<file path="config.mk">
export PLATFORM = sky130hd
export DESIGN_NAME = pcie_lane_setup_train_bypass
export DESIGN_NICKNAME = d
export VERILOG_FILES = /design/src/lane_setup_pkg.sv /design/src/lane_cross.sv /design/src/pcie_lane_setup_train_bypass.sv
export SDC_FILE = /design/constraint.sdc
export NUM_CORES = 1
export LEC_CHECK = 0
export ABC_AREA = 1
export BUFFER_PORTS_ARGS = -buffer_cell sky130_fd_sc_hd__buf_2
export CAP_MARGIN = 20
export CORE_ASPECT_RATIO = 0.75
export CORE_MARGIN = 8
export CORE_UTILIZATION = 30
export CTS_CLUSTER_SIZE = 12
export DETAILED_ROUTE_END_ITERATION = 8
export MAX_ROUTING_LAYER = met4
export PLACE_DENSITY = 0.49
export SKIP_LAST_GASP = 1
export SLEW_MARGIN = 20
export SYNTH_ARGS = -nofsm -noshare
export SYNTH_HDL_FRONTEND = slang
export SYNTH_SLANG_ARGS = --single-unit
</file>
<file path="constraint.sdc">
create_clock -name ref_clk_i -period 3.1 [get_ports ref_clk_i]
set_input_delay 0.31 -clock ref_clk_i [delete_from_list [all_inputs] [get_ports ref_clk_i]]
set_output_delay 0.31 -clock ref_clk_i [all_outputs]
set_load 0.01 [all_outputs]
</file>
<file path="src/lane_setup_pkg.sv">
// Constants and types shared by the lane setup and training bypass block.
`default_nettype none
package lane_setup_pkg;
    // Lane count and lane word width.
    localparam int NUM_LANES   = 4;
    localparam int LANE_WIDTH  = 8;
    // Register bus layout.
    localparam int ADDR_WIDTH  = 4;
    localparam int DATA_WIDTH  = 32;
    localparam logic [3:0] OFS_CTRL   = 4'h0;
    localparam logic [3:0] OFS_STATUS = 4'h4;
    localparam logic [3:0] OFS_WORDS  = 4'h8;
    // Control register fields.
    localparam int CTRL_BYPASS_BIT  = 0;
    localparam int CTRL_RESTART_BIT = 1;
    localparam int CTRL_CLR_L0_BIT  = 2;
    localparam logic CTRL_BYPASS_RST = 1'b0;
    // Status register fields.
    localparam int STAT_STATE_LSB = 0;
    localparam int STAT_L0_SEEN   = 4;
    localparam int STAT_REV_BIT   = 5;
    localparam int STAT_CHAN_LSB  = 8;
    // Training state field codes.
    localparam logic [3:0] CODE_DETECT  = 4'h0;
    localparam logic [3:0] CODE_POLLING = 4'h1;
    localparam logic [3:0] CODE_CONFIG  = 4'h2;
    localparam logic [3:0] CODE_L0      = 4'h3;
    // Reset values.
    localparam logic [15:0] WORDS_RST = 16'h0000;
    localparam logic [31:0] RDATA_IDLE = 32'h0000_0000;
    typedef enum logic [1:0] {ST_DETECT, ST_POLLING, ST_CONFIG, ST_L0} ltssm_e;
endpackage
`default_nettype wire

</file>
<file path="src/lane_cross.sv">
// One serial lane word crossing into the user clock domain.
`default_nettype none
module lane_cross
    import lane_setup_pkg::*;
#(
    parameter int W = LANE_WIDTH
) (
    // Clock and reset.
    input  wire logic         ref_clk_i,
    input  wire logic         resetn_i,
    // Serial side, foreign domain.
    input  wire logic [W-1:0] ser_data_i,
    input  wire logic         ser_toggle_i,
    // User side.
    output logic      [W-1:0] word_o,
    output logic              pulse_o
);
    logic [W-1:0] data_s1_q;
    logic [W-1:0] data_s2_q;
    logic         tog_s1_q;
    logic         tog_s2_q;
    logic         tog_s3_q;

    // Two stages for data, three for the toggle; data_s2_q, tog_s2_q and tog_s3_q are read.
    // The source must settle data before it flips the toggle.
    always_ff @(posedge ref_clk_i or negedge resetn_i) begin
        if (!resetn_i) begin
            data_s1_q <= '0;
            data_s2_q <= '0;
            tog_s1_q  <= 1'b0;
            tog_s2_q  <= 1'b0;
            tog_s3_q  <= 1'b0;
        end else begin
            data_s1_q <= ser_data_i;
            data_s2_q <= data_s1_q;
            tog_s1_q  <= ser_toggle_i;
            tog_s2_q  <= tog_s1_q;
            tog_s3_q  <= tog_s2_q;
        end
    end

    // one word per toggle
    // Each toggle edge yields exactly one pulse, so order is kept.
    always_ff @(posedge ref_clk_i or negedge resetn_i) begin
        if (!resetn_i) begin
            word_o  <= '0;
            pulse_o <= 1'b0;
        end else begin
            pulse_o <= tog_s2_q ^ tog_s3_q;
            if (tog_s2_q ^ tog_s3_q) begin
                word_o <= data_s2_q;
            end
        end
    end
endmodule
`default_nettype wire

</file>
<file path="src/pcie_lane_setup_train_bypass.sv">
// Lane ordering, channel enabling and training bypass around the link core.
`default_nettype none
module pcie_lane_setup_train_bypass
    import lane_setup_pkg::*;
#(
    parameter int LANES       = NUM_LANES,
    parameter int W           = LANE_WIDTH,
    parameter bit USE_REG_BUS = 1'b1
) (
    // Clock and reset.
    input  wire logic                  ref_clk_i,
    input  wire logic                  resetn_i,
    // Training control, same clock.
    input  wire logic                  train_bypass_i,
    input  wire logic                  train_step_i,
    // Board straps, asynchronous pins.
    input  wire logic                  lane_reverse_i,
    input  wire logic [LANES-1:0]      channel_enable_i,
    // Serial lanes, foreign domain.
    input  wire logic [LANES*W-1:0]    ser_data_i,
    input  wire logic [LANES-1:0]      ser_toggle_i,
    // Register port.
    input  wire logic [ADDR_WIDTH-1:0] addr_i,
    input  wire logic [DATA_WIDTH-1:0] wdata_i,
    input  wire logic                  wr_i,
    input  wire logic                  rd_i,
    output logic      [DATA_WIDTH-1:0] rdata_o,
    // Training state.
    output logic      [3:0]            tx_ltssm_o,
    output logic      [3:0]            rx_ltssm_o,
    output logic                       l0_o,
    // Logical lanes, user side.
    output logic      [LANES*W-1:0]    lane_data_o,
    output logic      [LANES-1:0]      lane_valid_o
);
    ltssm_e           state_q;
    logic             bypass_q;
    logic             l0_seen_q;
    logic [15:0]      words_q;
    logic             rev_s1_q;
    logic             rev_q;
    logic [LANES-1:0] chan_s1_q;
    logic [LANES-1:0] chan_q;
    logic [LANES*W-1:0] cross_word;
    logic [LANES-1:0] cross_pulse;
    logic             bypass_active;
    logic             wr_ctrl;
    logic             restart;
    logic             clr_l0;
    logic [3:0]       state_code;
    logic [DATA_WIDTH-1:0] status_word;

    // Code carried on the four-bit state field.
    function automatic logic [3:0] code_of(input ltssm_e s);
        case (s)
            ST_DETECT:  code_of = CODE_DETECT;
            ST_POLLING: code_of = CODE_POLLING;
            ST_CONFIG:  code_of = CODE_CONFIG;
            ST_L0:      code_of = CODE_L0;
            default:    code_of = CODE_DETECT;
        endcase
    endfunction

    // reversed lane map
    // Physical channel feeding a logical lane.
    function automatic int phys_of(input int lane, input logic rev);
        phys_of = rev ? (LANES - 1 - lane) : lane;
    endfunction

    // Straps come from pins, so they pass two flip-flops first.
    always_ff @(posedge ref_clk_i or negedge resetn_i) begin
        if (!resetn_i) begin
            rev_s1_q  <= 1'b0;
            rev_q     <= 1'b0;
            chan_s1_q <= '0;
            chan_q    <= '0;
        end else begin
            rev_s1_q  <= lane_reverse_i;
            rev_q     <= rev_s1_q;
            chan_s1_q <= channel_enable_i;
            chan_q    <= chan_s1_q;
        end
    end

    // Register write decode.
    assign wr_ctrl = wr_i && (addr_i == OFS_CTRL);
    assign restart = wr_ctrl && wdata_i[CTRL_RESTART_BIT];
    assign clr_l0  = wr_ctrl && wdata_i[CTRL_CLR_L0_BIT];

    // register bypass bit
    // The bypass bit is held until software writes it back to zero.
    always_ff @(posedge ref_clk_i or negedge resetn_i) begin
        if (!resetn_i) begin
            bypass_q <= CTRL_BYPASS_RST;
        end else if (wr_ctrl) begin
            bypass_q <= wdata_i[CTRL_BYPASS_BIT];
        end
    end

    // pin or register bypass
    // The pin only counts in the build without the register bus.
    assign bypass_active = USE_REG_BUS ? bypass_q : train_bypass_i;

    // user clock training
    // Bypass outranks restart, so a forced link cannot be knocked down.
    always_ff @(posedge ref_clk_i or negedge resetn_i) begin
        if (!resetn_i) begin
            state_q <= ST_DETECT;
        end else if (bypass_active) begin
            state_q <= ST_L0;
        end else if (restart) begin
            state_q <= ST_DETECT;
        end else if (train_step_i) begin
            case (state_q)
                ST_DETECT:  state_q <= ST_POLLING;
                ST_POLLING: state_q <= ST_CONFIG;
                ST_CONFIG:  state_q <= ST_L0;
                ST_L0:      state_q <= ST_L0;
                default:    state_q <= ST_DETECT;
            endcase
        end
    end

    assign state_code = code_of(state_q);
    assign tx_ltssm_o = state_code;
    assign rx_ltssm_o = state_code;
    assign l0_o       = (state_q == ST_L0);

    // Sticky L0 flag; every cycle spent in L0 wins over a clear.
    always_ff @(posedge ref_clk_i or negedge resetn_i) begin
        if (!resetn_i) begin
            l0_seen_q <= 1'b0;
        end else if (state_q == ST_L0) begin
            l0_seen_q <= 1'b1;
        end else if (clr_l0) begin
            l0_seen_q <= 1'b0;
        end
    end

    generate
        for (genvar p = 0; p < LANES; p++) begin : g_cross
            lane_cross #(.W(W)) u_cross (
                .ref_clk_i    (ref_clk_i),
                .resetn_i     (resetn_i),
                .ser_data_i   (ser_data_i[p*W +: W]),
                .ser_toggle_i (ser_toggle_i[p]),
                .word_o       (cross_word[p*W +: W]),
                .pulse_o      (cross_pulse[p])
            );
        end
    endgenerate

    // logical lane ordering
    // A powered-down channel never raises valid on its logical lane.
    generate
        for (genvar l = 0; l < LANES; l++) begin : g_lane
            always_ff @(posedge ref_clk_i or negedge resetn_i) begin
                if (!resetn_i) begin
                    lane_data_o[l*W +: W] <= '0;
                    lane_valid_o[l]       <= 1'b0;
                end else begin
                    lane_valid_o[l] <= cross_pulse[phys_of(l, rev_q)]
                                     && chan_q[phys_of(l, rev_q)];
                    lane_data_o[l*W +: W] <=
                        cross_word[phys_of(l, rev_q)*W +: W];
                end
            end
        end
    endgenerate

    // Count of words handed to logical lane 0, wraps silently.
    always_ff @(posedge ref_clk_i or negedge resetn_i) begin
        if (!resetn_i) begin
            words_q <= WORDS_RST;
        end else if (lane_valid_o[0]) begin
            words_q <= words_q + 16'h0001;
        end
    end

    // Status word assembly.
    always_comb begin
        status_word = '0;
        status_word[STAT_STATE_LSB +: 4] = state_code;
        status_word[STAT_L0_SEEN]        = l0_seen_q;
        status_word[STAT_REV_BIT]        = rev_q;
        status_word[STAT_CHAN_LSB +: LANES] = chan_q;
    end

    // Read data stands only in the cycle after the strobe.
    always_ff @(posedge ref_clk_i or negedge resetn_i) begin
        if (!resetn_i) begin
            rdata_o <= RDATA_IDLE;
        end else if (rd_i) begin
            case (addr_i)
                OFS_CTRL:   rdata_o <= {31'h0000_0000, bypass_q};
                OFS_STATUS: rdata_o <= status_word;
                OFS_WORDS:  rdata_o <= {16'h0000, words_q};
                default:    rdata_o <= RDATA_IDLE;
            endcase
        end else begin
            rdata_o <= RDATA_IDLE;
        end
    end
endmodule
`default_nettype wire

</file>
After elaboration in Yosys (flattened, before gate mapping)
Cells that the tools add are included.
W data, S select, Z words.

cells by class
  add/sub/neg operators = 1
  $mul = 0
  div/mod/pow operators = 0
  magnitude comparators = 4
  eq/ne operators = 5
  shifts and indexed selects = 4
  mux-type cells = 37
  bitwise logic cells = 4
  reductions and logical operators = 12

operator list
  operator                 number
  $lt A32 B4 Y1 const B    4
  $shiftx A32 B6 Y8        4
  $pmux W16 S3             1
  $mux W1                  18
  $add A16 B1 Y16 const B  1
  $bmux W1 S2              8
  $mux W16                 1
  $pmux W4 S4              1
  $mux W2                  7
  $logic_and A1 B1 Y1      7
  $pmux W2 S3              1
  $eq A2 B2 Y1 const B     2
  $eq A4 B3 Y1 const B     1
  $eq A4 B4 Y1 const B     1
  $logic_not A4 Y1         1
  $xor A1 B1 Y1            4
  $reduce_bool A3 Y1       1
  $eq A2 B1 Y1 const B     1
  $logic_not A2 Y1         1
  $reduce_bool A2 Y1       1
  $reduce_or A2 Y1         1

word-level totals
  register bits after elaboration = 194
  latch bits = 0
  memory bits (writable) = 0
  ROM bits = 0
  input bits = 83
  output and inout port bits = 77
  word-level logic and storage cells = 112
  memories = 0

Depth between registers and ports, before layout
Gate-level depths: netlist of run 1.

  depth in word-level cells = 6
  depth in mapped cells = 7
  depth with buffers taken out = 7

Modules after synthesis
A second synthesis of run 1 with hierarchy kept.

second synthesis, totals
  cells, all modules = 605
  area, all modules = 6879.1 um^2

modules (own cells, without submodules)
  module                        instances  cells each  area each (um^2)  seq. area each (um^2)
  pcie_lane_setup_train_bypass  1          369         3500.9            2052.0
  lane_cross                    4          59          844.6             700.7

Worst setup path after synthesis of run 1
No wires, ideal clock.

  kind = flip-flop to flip-flop
  from = reg words_q[0]
  to = reg words_q[8]
  library setup time = 0.124 ns
  data arrival time = 1.088 ns
  data required time = 2.976 ns
  slack = 1.887 ns
  cell stages (with the launch flop) = 6
  buffers on the path = 0
  period minus slack after synthesis = 1.213 ns
  path through = dfrtp_1 ha_1 nand4_1 nor2_2 nand2_1 xnor2_1

between the ends
  word-level cells in the longest chain between the ends = 1

ends and longest elaborated chain
  what                    RTL line                             source
  start, declared         pcie_lane_setup_train_bypass.sv:39   logic [15:0] words_q;
  start signal, assigned  pcie_lane_setup_train_bypass.sv:176  words_q <= words_q + 16'h0001;
  $add A16 B1 Y16         pcie_lane_setup_train_bypass.sv:176

No other way between the ends.
A chain may end at the register's enable or synchronous reset.

Worst setup path after layout of run 1
  from = reg lane_valid_o[0]
  to = out lane_valid_o[0]

RTL lines
  what                             RTL line                             source
  start, declared                  pcie_lane_setup_train_bypass.sv:34   output logic [LANES-1:0] lane_valid_o
  start signal, assigned by index  pcie_lane_setup_train_bypass.sv:162  lane_valid_o[l] <= cross_pulse[phys_of(l, rev_q)]

No word-level cell between the ends.

==> flow_summary.json, run 1 <==
{
  "initial_core_util_pct": 30.5,
  "synthSimpleGateAreaFrac_pct": 11.9,
  "status": "complete, no violations",
  "powerDensity_mw_per_mm2": 674,
  "place.gp.congestion": 0.807,
  "clock_skew_ns": 0.0148,
  "n_fill_cell": 2141,
  "synth_edf_count": 0,
  "yosysMostFrequentCell": "dfrtp_1",
  "critPathKind": "reg -> out",
  "cpMaxStageDelayCell": "dfrtp_1",
  "grt_pass1_wl_um": 22800,
  "ir_worst_vdd_mv": 0.300,
  "combPwrFrac_pct": 9.4,
  "post_cts_buffers": 0,
  "rr_startpoint": "g_cross[2].u_cross.tog_s3_q",
  "syn_to_final_growth_pct": 27.2,
  "maxCapViolCount": 0,
  "worstSetupStartpoint": "lane_valid_o[0]",
  "fin_ws_ns": 1.59,
  "postSynthCellCount": 568,
  "power_switching_mw": 1.64,
  "antenna_found_initial": 0,
  "cts.htree.levels": 4,
  "busiest_layer": "met2",
  "critPathLaunchType": "flop",
  "drtPass1Iterations": 4,
  "clk_pin_slew_ns": 0.08,
  "insertion_delay_ns": 0.44,
  "netlist_area_mm2": 0.00670,
  "final_hold_viol_count": 0,
  "relSlewSlack_pct": 42.7,
  "dp_hpwl_um": 9080,
  "grtUsageMet3_pct": 2.97,
  "ys_warn_count": 0,
  "met2_usage_pct": 15.4,
  "row_count": 47,
  "drc": 0,
  "crit_buf_inv": 1,
  "io_buffers": 109,
  "synth_top_family_by_area": "simple AND/OR/NAND/NOR gates",
  "worstSetupEndpointType": "primary output",
  "preCtsSetupSlack_ns": 1.43,
  "p_leak_nw": 4.16,
  "synthTopCellsByArea": "dfrtp_1 (72%), nand2_1 (6.3%), o21ai_0 (5.1%)",
  "gr-usage-met1_pct": 13.8,
  "p_sw_share_pct": 28.5,
  "synthTopCellsByCount": "dfrtp_1 (194), nand2_1 (113), o21ai_0 (68)",
  "fin_area_mm2": 0.00852,
  "cp_max_fo": 10,
  "utilization_pct": 38.7,
  "clock_sinks": 194,
  "grtUsageTotal_pct": 10.6,
  "drtAntennaViolNets": 0,
  "synthXorXnorAreaFrac_pct": 2.02,
  "synth.top_cell.area_share_pct": 72.5,
  "crit_family": "flip-flops",
  "core-area_mm2": 0.0220,
  "drtIter0Drc": 264,
  "nets": 805,
  "fin_crit_sh_pct": 48.9,
  "grt-ovfl-total": 0,
  "synth_seq_cells": 194,
  "synth_area_leader_cell": "dfrtp_1",
  "clockBufferDepth": 2,
  "synthArstFlopShare_pct": 100,
  "yosysSeqAreaShare_pct": 72.5,
  "grt_pass1_vias": 4398,
  "critPathRequiredTime_ns": 2.79,
  "cts-root-buf": "clkbuf_16",
  "final_layout_size_suffix_gt1_share_pct": 21.7,
  "finalSetupTns_ns": 0,
  "die_w_um": 189,
  "pwr-share-seq_pct": 50.7,
  "wl_per_cell_um": 13.1,
  "setup_viol": 0,
  "cp.arrival_ns": 1.20,
  "period_minus_slack_ns": 1.51,
  "boundaryPins": 160,
  "ff_latch_area_mm2": 0.00486,
  "synthMuxAreaShare_pct": 0,
  "clockPowerShare_pct": 40.0,
  "rsz0062_at_grt": "false",
  "synth_compound_area_share_pct": 6.09,
  "hp-class": "in -> reg",
  "synth.distinct_cells": 25,
  "die_h_um": 145,
  "n_antenna_cell": 0,
  "multi_input_area_mm2": 0.00143,
  "cpPeakStageDelay_ns": 0.56,
  "die_area_mm2": 0.0274,
  "fin_total_pwr_mw": 5.74,
  "cts_tree": "done",
  "crit_chain": "buf_2",
  "cellInternalPower_mw": 4.11,
  "grt_max_degree": 82,
  "avgSynthCellArea_um2": 11.8,
  "via_per_inst": 4.09,
  "vias": 4202,
  "fmax_mhz": 660,
  "placed_cell_area_mm2": 0.00746,
  "hold_start": "rd_i",
  "synthAdderAreaFrac_pct": 0.187,
  "routed_wl_um": 13400,
  "ys.flop_type": "dfrtp_1",
  "worst_pin_slew_ns": 0.859,
  "cts_buffers": 17,
  "slew_violations": 0
}
-- placed cells by master, fill, tap and decap left out, types with 5 or more instances in the layout --
| master | n |
|---|---|
| dfrtp_1 | 193 |
| nand2_1 | 113 |
| buf_2 | 108 |
| o21ai_0 | 68 |
| inv_1 | 59 |
| dlygate4sd3_1 | 42 |
| nand3_1 | 27 |
| conb_1 | 20 |
| nor2_1 | 18 |
| clkbuf_16 | 17 |
| a21oi_1 | 12 |
| nor3_1 | 7 |
| nand4_1 | 6 |
| clkinv_8 | 5 |
-- power groups by stage --
stage	clock network (mW)	registers (mW)	logic, mW
3_5_place_dp	0	2.96	0.513
4_1_cts	2.37	2.91	0.557
3_3_place_gp	0	2.95	0.502
6_report	2.29	2.91	0.539
5_1_grt	2.48	2.94	0.623
2_1_floorplan	0	2.95	0.284
-- metrics by stage --
stage / std cells / hold WS [ns]
floorplan: 587 / 0.0144
global placement: 954 / 0.333
detailed placement: 954 / 0.335
CTS: 1028 / 0.101
global route: 1028 / 0.135
finish: 1028 / 0.121
-- registers in the layout, indices dropped and copies added, names as in the netlist, 2 cells and up --
signal	flops
chan_s1_q	4
state_q	2
g_cross.u_cross.data_s2_q	32
lane_valid_o	4
chan_q	4
words_q	16
g_cross.u_cross.tog_s1_q	4
lane_data_o	32
rdata_o	16
g_cross.u_cross.word_o	32
g_cross.u_cross.data_s1_q	32
g_cross.u_cross.tog_s3_q	4
g_cross.u_cross.pulse_o	4
g_cross.u_cross.tog_s2_q	4
-- cell families (layout without fill, tap and decap cells) --
| logic type | count (synthesis) | count (layout) |
|---|---|---|
| adders and majority gates | 1 | 1 |
| xor gates and xnor gates | 12 | 12 |
| buffers and inverters | 98 | 245 |
| DFF | 194 | 194 |
| and+or+nand+nor | 181 | 181 |
| other | 1 | 20 |
| AOI/OAI and AO/OA | 81 | 81 |
-- area by class of cell --
cell class	instances	area share [%]
flip-flops and latches	194	57.0
multi-input cells	295	16.7
repair buffers	154	11.8
clock buffers	17	4.99
well taps	294	4.32
inverters	59	2.60
clock inverters	15	2.51
-- what timing repair did --
item | CTS | global route
endpoints found under the hold margin | 119 | 0
gates resized for setup | 0 | 0
hold buffers | 42 | 0
-- worst paths after layout --
path	endpoint	slack, ns	depth (start not counted)
worst max-delay path	lane_valid_o[0]	1.59	1
worst min-delay path	rdata_o[0]	0.12	3
worst max register to register	g_cross[2].u_cross.word_o[5]	1.64	3
worst min register to register	g_cross[0].u_cross.data_s2_q[6]	0.35	0
max in group asynchronous	g_cross[3].u_cross.data_s1_q[0]	1.84	3
min in group asynchronous	g_cross[2].u_cross.data_s2_q[7]	0.42	2
-- routing by layer --
metal  part of all wire (%)  routed length [um]
met1                     46                6240
met2                     46                6170
met3                    6.0                 800
met4                    1.7                 225
met5                      0                   0
(Power assumes the default switching activity.)
==> run 2, diff against run 1 <==
PLACE_DENSITY = 0.51   (was 0.49)
clock period = 1.2 ns   (was 3.1 ns; I/O delays follow)
==> run 2 against run 1 <==
The flow now finishes with violations (setup timing). Register-to-register slack got worse by 1.7 ns. Sequential cell count unchanged. Clock-buffer cell count increased by 1. Largest power group unchanged. Critical path depth increased by 4.
==> flow_summary.json, run 2 (synthesis gave the netlist of run 1 again) <==
{
  "status": "complete, but fails checks",
  "violations": "setup timing",
  "fin_ws_ns": -0.0327,
  "placed_cell_area_mm2": 0.00773,
  "fin_area_mm2": 0.00890,
  "final_layout_size_suffix_gt1_share_pct": 26.1,
  "wl_per_cell_um": 13.2,
  "place.gp.congestion": 0.811,
  "drc": 0,
  "finalSetupTns_ns": -0.0591,
  "clock_sinks": 194,
  "clk_pin_slew_ns": 0.08,
  "maxCapViolCount": 0,
  "rsz0062_at_grt": "true",
  "slew_violations": 0,
  "setup_viol": 4,
  "dp_hpwl_um": 9470,
  "grt_pass1_vias": 4386,
  "drtAntennaViolNets": 0,
  "final_hold_viol_count": 0,
  "cts_tree": "done",
  "syn_to_final_growth_pct": 32.8,
  "fmax_mhz": 811,
  "cp_max_fo": 4,
  "hp-class": "in -> reg",
  "critPathKind": "reg -> reg",
  "vias": 4259,
  "die_h_um": 145,
  "layout_common_cells": "dfrtp_1 (190), nand2_1 (111), buf_2 (107)",
  "cp.arrival_ns": 1.55,
  "initial_core_util_pct": 30.5,
  "grtUsageTotal_pct": 10.9,
  "via_per_inst": 4.01,
  "clock_skew_ns": 0.0149,
  "final_common_cell": "dfrtp_1",
  "nets": 840,
  "boundaryPins": 160,
  "critPathLaunchType": "flop",
  "clockBufferDepth": 2,
  "grt_pass1_wl_um": 23100,
  "ir_worst_vdd_mv": 0.920,
  "routed_wl_um": 14000,
  "p_leak_nw": 4.37,
  "cts_buffers": 17,
  "drtPass1Iterations": 4,
  "die_w_um": 189,
  "cts.htree.levels": 4,
  "io_buffers": 109,
  "n_antenna_cell": 0,
  "grt-ovfl-total": 0,
  "period_minus_slack_ns": 1.23,
  "antenna_found_initial": 0,
  "grt_max_degree": 47,
  "drtIter0Drc": 236,
  "preCtsSetupSlack_ns": -0.0917,
  "critPathRequiredTime_ns": 1.52,
  "n_fill_cell": 2109,
  "core-area_mm2": 0.0220,
  "fin_crit_sh_pct": 103,
  "die_area_mm2": 0.0274,
  "powerDensity_mw_per_mm2": 1690,
  "worstSetupEndpointType": "flop",
  "row_count": 47,
  "cts-root-buf": "clkbuf_16",
  "insertion_delay_ns": 0.43,
  "whs_ns": 0.0308
}
## run 2: critical path, cell delays in order, from the launching register on
cell and delay (ns):
dfrtp_1 0.37, ha_2 0.21, nand4_1 0.14, nor2_2 0.20, nand2_1 0.09, xnor2_1 0.12
## run 2: metal layers
metal / track usage (%) / part of all wire (%) / vias up
met5: - / 0 / -
met4: 2.93 / 1.1 / 0
met3: 3.52 / 5.4 / 11
met2: 15.3 / 44 / 112
met1: 15.1 / 50 / 2016
li1: - / - / 2120
## run 2: final cells by class
| type | count | area [um^2] | area share (%) |
|---|---|---|---|
| Timing Repair Buffer | 189 | 1380 | 15.5 |
| Tap cell | 294 | 368 | 4.13 |
| Inverter | 59 | 221 | 2.49 |
| Multi-Input combinational cell | 295 | 1460 | 16.4 |
| Clock buffer | 18 | 429 | 4.82 |
| Sequential cell | 194 | 4860 | 54.6 |
| Clock inverter | 14 | 185 | 2.08 |
## run 2: through the flow
| step | cells | util (%) | power, mW |
|---|---|---|---|
| after floorplan | 587 | - | 8.35 |
| after global placement | 978 | 35.1 | 9.16 |
| after detailed placement | 978 | 35.1 | 9.17 |
| after CTS | 1057 | 40.1 | 15.3 |
| after global routing | 1063 | 40.5 | 15.9 |
| final | 1063 | 40.5 | 15.1 |
## run 2: power breakdown
group	internal, mW	switching, mW
sequential	7.13	0.293
clock	3.03	2.82
combinational	0.784	1.01
total	10.9	4.12
## run 2: repair_timing
item / 4_1_cts / 5_1_grt
hold endpoints to repair: 240 / 0
setup endpoints to repair: 11 / 13
hold buffers: 45 / 0
setup buffers: 2 / 6
pin swaps: 1 / 7
resized for setup: 8 / 8
## run 2: final timing paths
check | startpoint | end | slack, ns | depth (start not counted)
worst max-delay path | words_q[1] | words_q[8] | -0.03 | 5
worst min-delay path | wdata_i[2] | l0_seen_q | 0.03 | 4
worst max register to register | words_q[1] | words_q[8] | -0.03 | 5
worst min register to register | chan_s1_q[2] | chan_q[2] | 0.34 | 0
max in group asynchronous | resetn_i | lane_data_o[8] | 0.49 | 3
min in group asynchronous | resetn_i | lane_data_o[12] | 0.18 | 2
==> run 3, diff against run 2 <==
CORE_ASPECT_RATIO = 1.4   (was 0.75)
==> run 3 against run 2 <==
The flow still finishes with violations (setup timing). Core utilization grew 0.45 points. Clock skew shrank 0.0068 ns. Global-route usage grew 0.28 points. Via count grew 0.12%. Sequential power is essentially flat. Critical path depth shrank 2. Sequential share of layout area shrank 0.24 points. First-iteration DRC count shrank 41%. Design area grew 0.49%. Critical path type is now reg -> out. Critical endpoint is now l0_o. Largest power group unchanged.
==> flow_summary.json, run 3 (synthesis gave the netlist of run 1 again) <==
{
  "p_leak_nw": 4.37,
  "cts-root-buf": "clkbuf_16",
  "routed_wl_um": 13800,
  "fmax_mhz": 818,
  "wl_per_cell_um": 13.0,
  "clock_skew_ns": 0.00813,
  "nets": 837,
  "boundaryPins": 160,
  "initial_core_util_pct": 30.6,
  "critPathRequiredTime_ns": 1.08,
  "status": "complete, but fails checks",
  "final_common_cell": "dfrtp_1",
  "antenna_found_initial": 0,
  "drtAntennaViolNets": 0,
  "preCtsSetupSlack_ns": -0.00931,
  "maxCapViolCount": 0,
  "fin_crit_sh_pct": 102,
  "critPathKind": "reg -> out",
  "syn_to_final_growth_pct": 33.4,
  "period_minus_slack_ns": 1.22,
  "powerDensity_mw_per_mm2": 1670,
  "worstSetupEndpointType": "primary output",
  "crit_family": "flip-flops",
  "core-area_mm2": 0.0219,
  "slew_violations": 0,
  "multi_input_area_mm2": 0.00147,
  "cts.htree.levels": 4,
  "vias": 4264,
  "clk_pin_slew_ns": 0.07,
  "crit_chain": "nand2_2 -> inv_2 -> buf_6",
  "hp-class": "in -> reg",
  "whs_ns": 0.0283,
  "drc": 0,
  "grt_max_degree": 45,
  "fin_cells": 1063,
  "cpPeakStageDelay_ns": 0.43,
  "die_area_mm2": 0.0274,
  "r2r_slack_ns": 0,
  "cpMaxStageDelayCell": "dfrtp_2",
  "n_antenna_cell": 0,
  "ff_latch_area_mm2": 0.00486,
  "setup_viol": 5,
  "place.gp.congestion": 0.820,
  "row_count": 64,
  "violations": "setup timing",
  "via_per_inst": 4.01,
  "grt_pass1_wl_um": 22800,
  "die_w_um": 142,
  "insertion_delay_ns": 0.42,
  "grtUsageTotal_pct": 11.2,
  "drtPass1Iterations": 4,
  "rsz0062_at_grt": "true",
  "dp_hpwl_um": 9730,
  "final_hold_viol_count": 0,
  "ir_worst_vdd_mv": 1.24,
  "cp_max_fo": 3,
  "placed_cell_area_mm2": 0.00773,
  "clock_sinks": 194,
  "fin_area_mm2": 0.00894,
  "layout_common_cells": "dfrtp_1 (188), nand2_1 (111), buf_2 (102)",
  "grt_pass1_vias": 4505,
  "crit_buf_inv": 2,
  "io_buffers": 109,
  "fin_ws_ns": -0.0225,
  "n_fill_cell": 2103,
  "drtIter0Drc": 139,
  "final_layout_size_suffix_gt1_share_pct": 26.6,
  "critPathLaunchType": "flop",
  "cts_tree": "done",
  "cp.arrival_ns": 1.10,
  "dp.cells": 978,
  "cts_buffers": 17,
  "clockBufferDepth": 2,
  "die_h_um": 193,
  "grt-ovfl-total": 0
}
[run 3: cell types whose count changed in the layout (fill, tap and decap cells not counted), sizes merged]
| cell | before | now |
|---|---|---|
| buf | 142 | 140 |
| clkbuf | 20 | 18 |
| bufinv | 1 | 2 |
| clkinvlp | 1 | 2 |
| inv | 67 | 66 |
[run 3: report_power, final]
group / total [mW] / internal (mW) / switching, mW
sequential: 7.45 / 7.14 / 0.310
clock: 5.63 / 3.13 / 2.50
combinational: 1.82 / 0.808 / 1.01
[run 3: per-layer routing]
metal  vias up  global-route usage [%]  wire, um
met2        93                    18.6      7270
li1       2113                       -         -
met3        16                    3.12       601
met5         -                       -         0
met1      2042                    12.4      5690
met4         0                    5.25       286
[run 3: what timing repair did]
| item | in CTS | in global routing |
|---|---|---|
| hold buffers | 45 | 0 |
| endpoints found under the hold margin | 240 | 0 |
| pin swaps | 1 | 8 |
| gates resized for setup | 16 | 14 |
| setup endpoints to repair | 8 | 15 |
| setup buffers | 6 | 2 |
[run 3: final timing paths]
kind | from | depth (start not counted) | end
max | state_q[0] | 3 | l0_o
min | wdata_i[2] | 4 | l0_seen_q
max reg2reg | words_q[1] | 5 | words_q[8]
min reg2reg | chan_s1_q[0] | 0 | chan_q[0]
max in group asynchronous | resetn_i | 3 | state_q[0]
min in group asynchronous | resetn_i | 2 | g_cross[1].u_cross.data_s1_q[1]
[run 3: area by class of cell]
type	count	area share, %
Sequential cell	194	54.4
Inverter	59	2.48
Tap cell	297	4.16
Clock buffer	17	4.76
Timing Repair Buffer	186	15.9
Multi-Input combinational cell	295	16.4
Clock inverter	15	1.89
[run 3: stage by stage]
step                util, %  power [mW]  setup TNS [ns]
floorplan                 -        8.35         -0.0126
global placement       35.4        9.14               0
detailed placement     35.4        9.17        -0.00931
CTS                    40.6        15.1          -0.270
global route           40.9        15.7          -0.607
finish                 40.9        14.9         -0.0581
[run 3: tightest hold or removal path, stage by stage]
cell     delay (ns)
buf_2          0.10
inv_1          0.06
o21ai_0        0.08
nand2_1        0.05
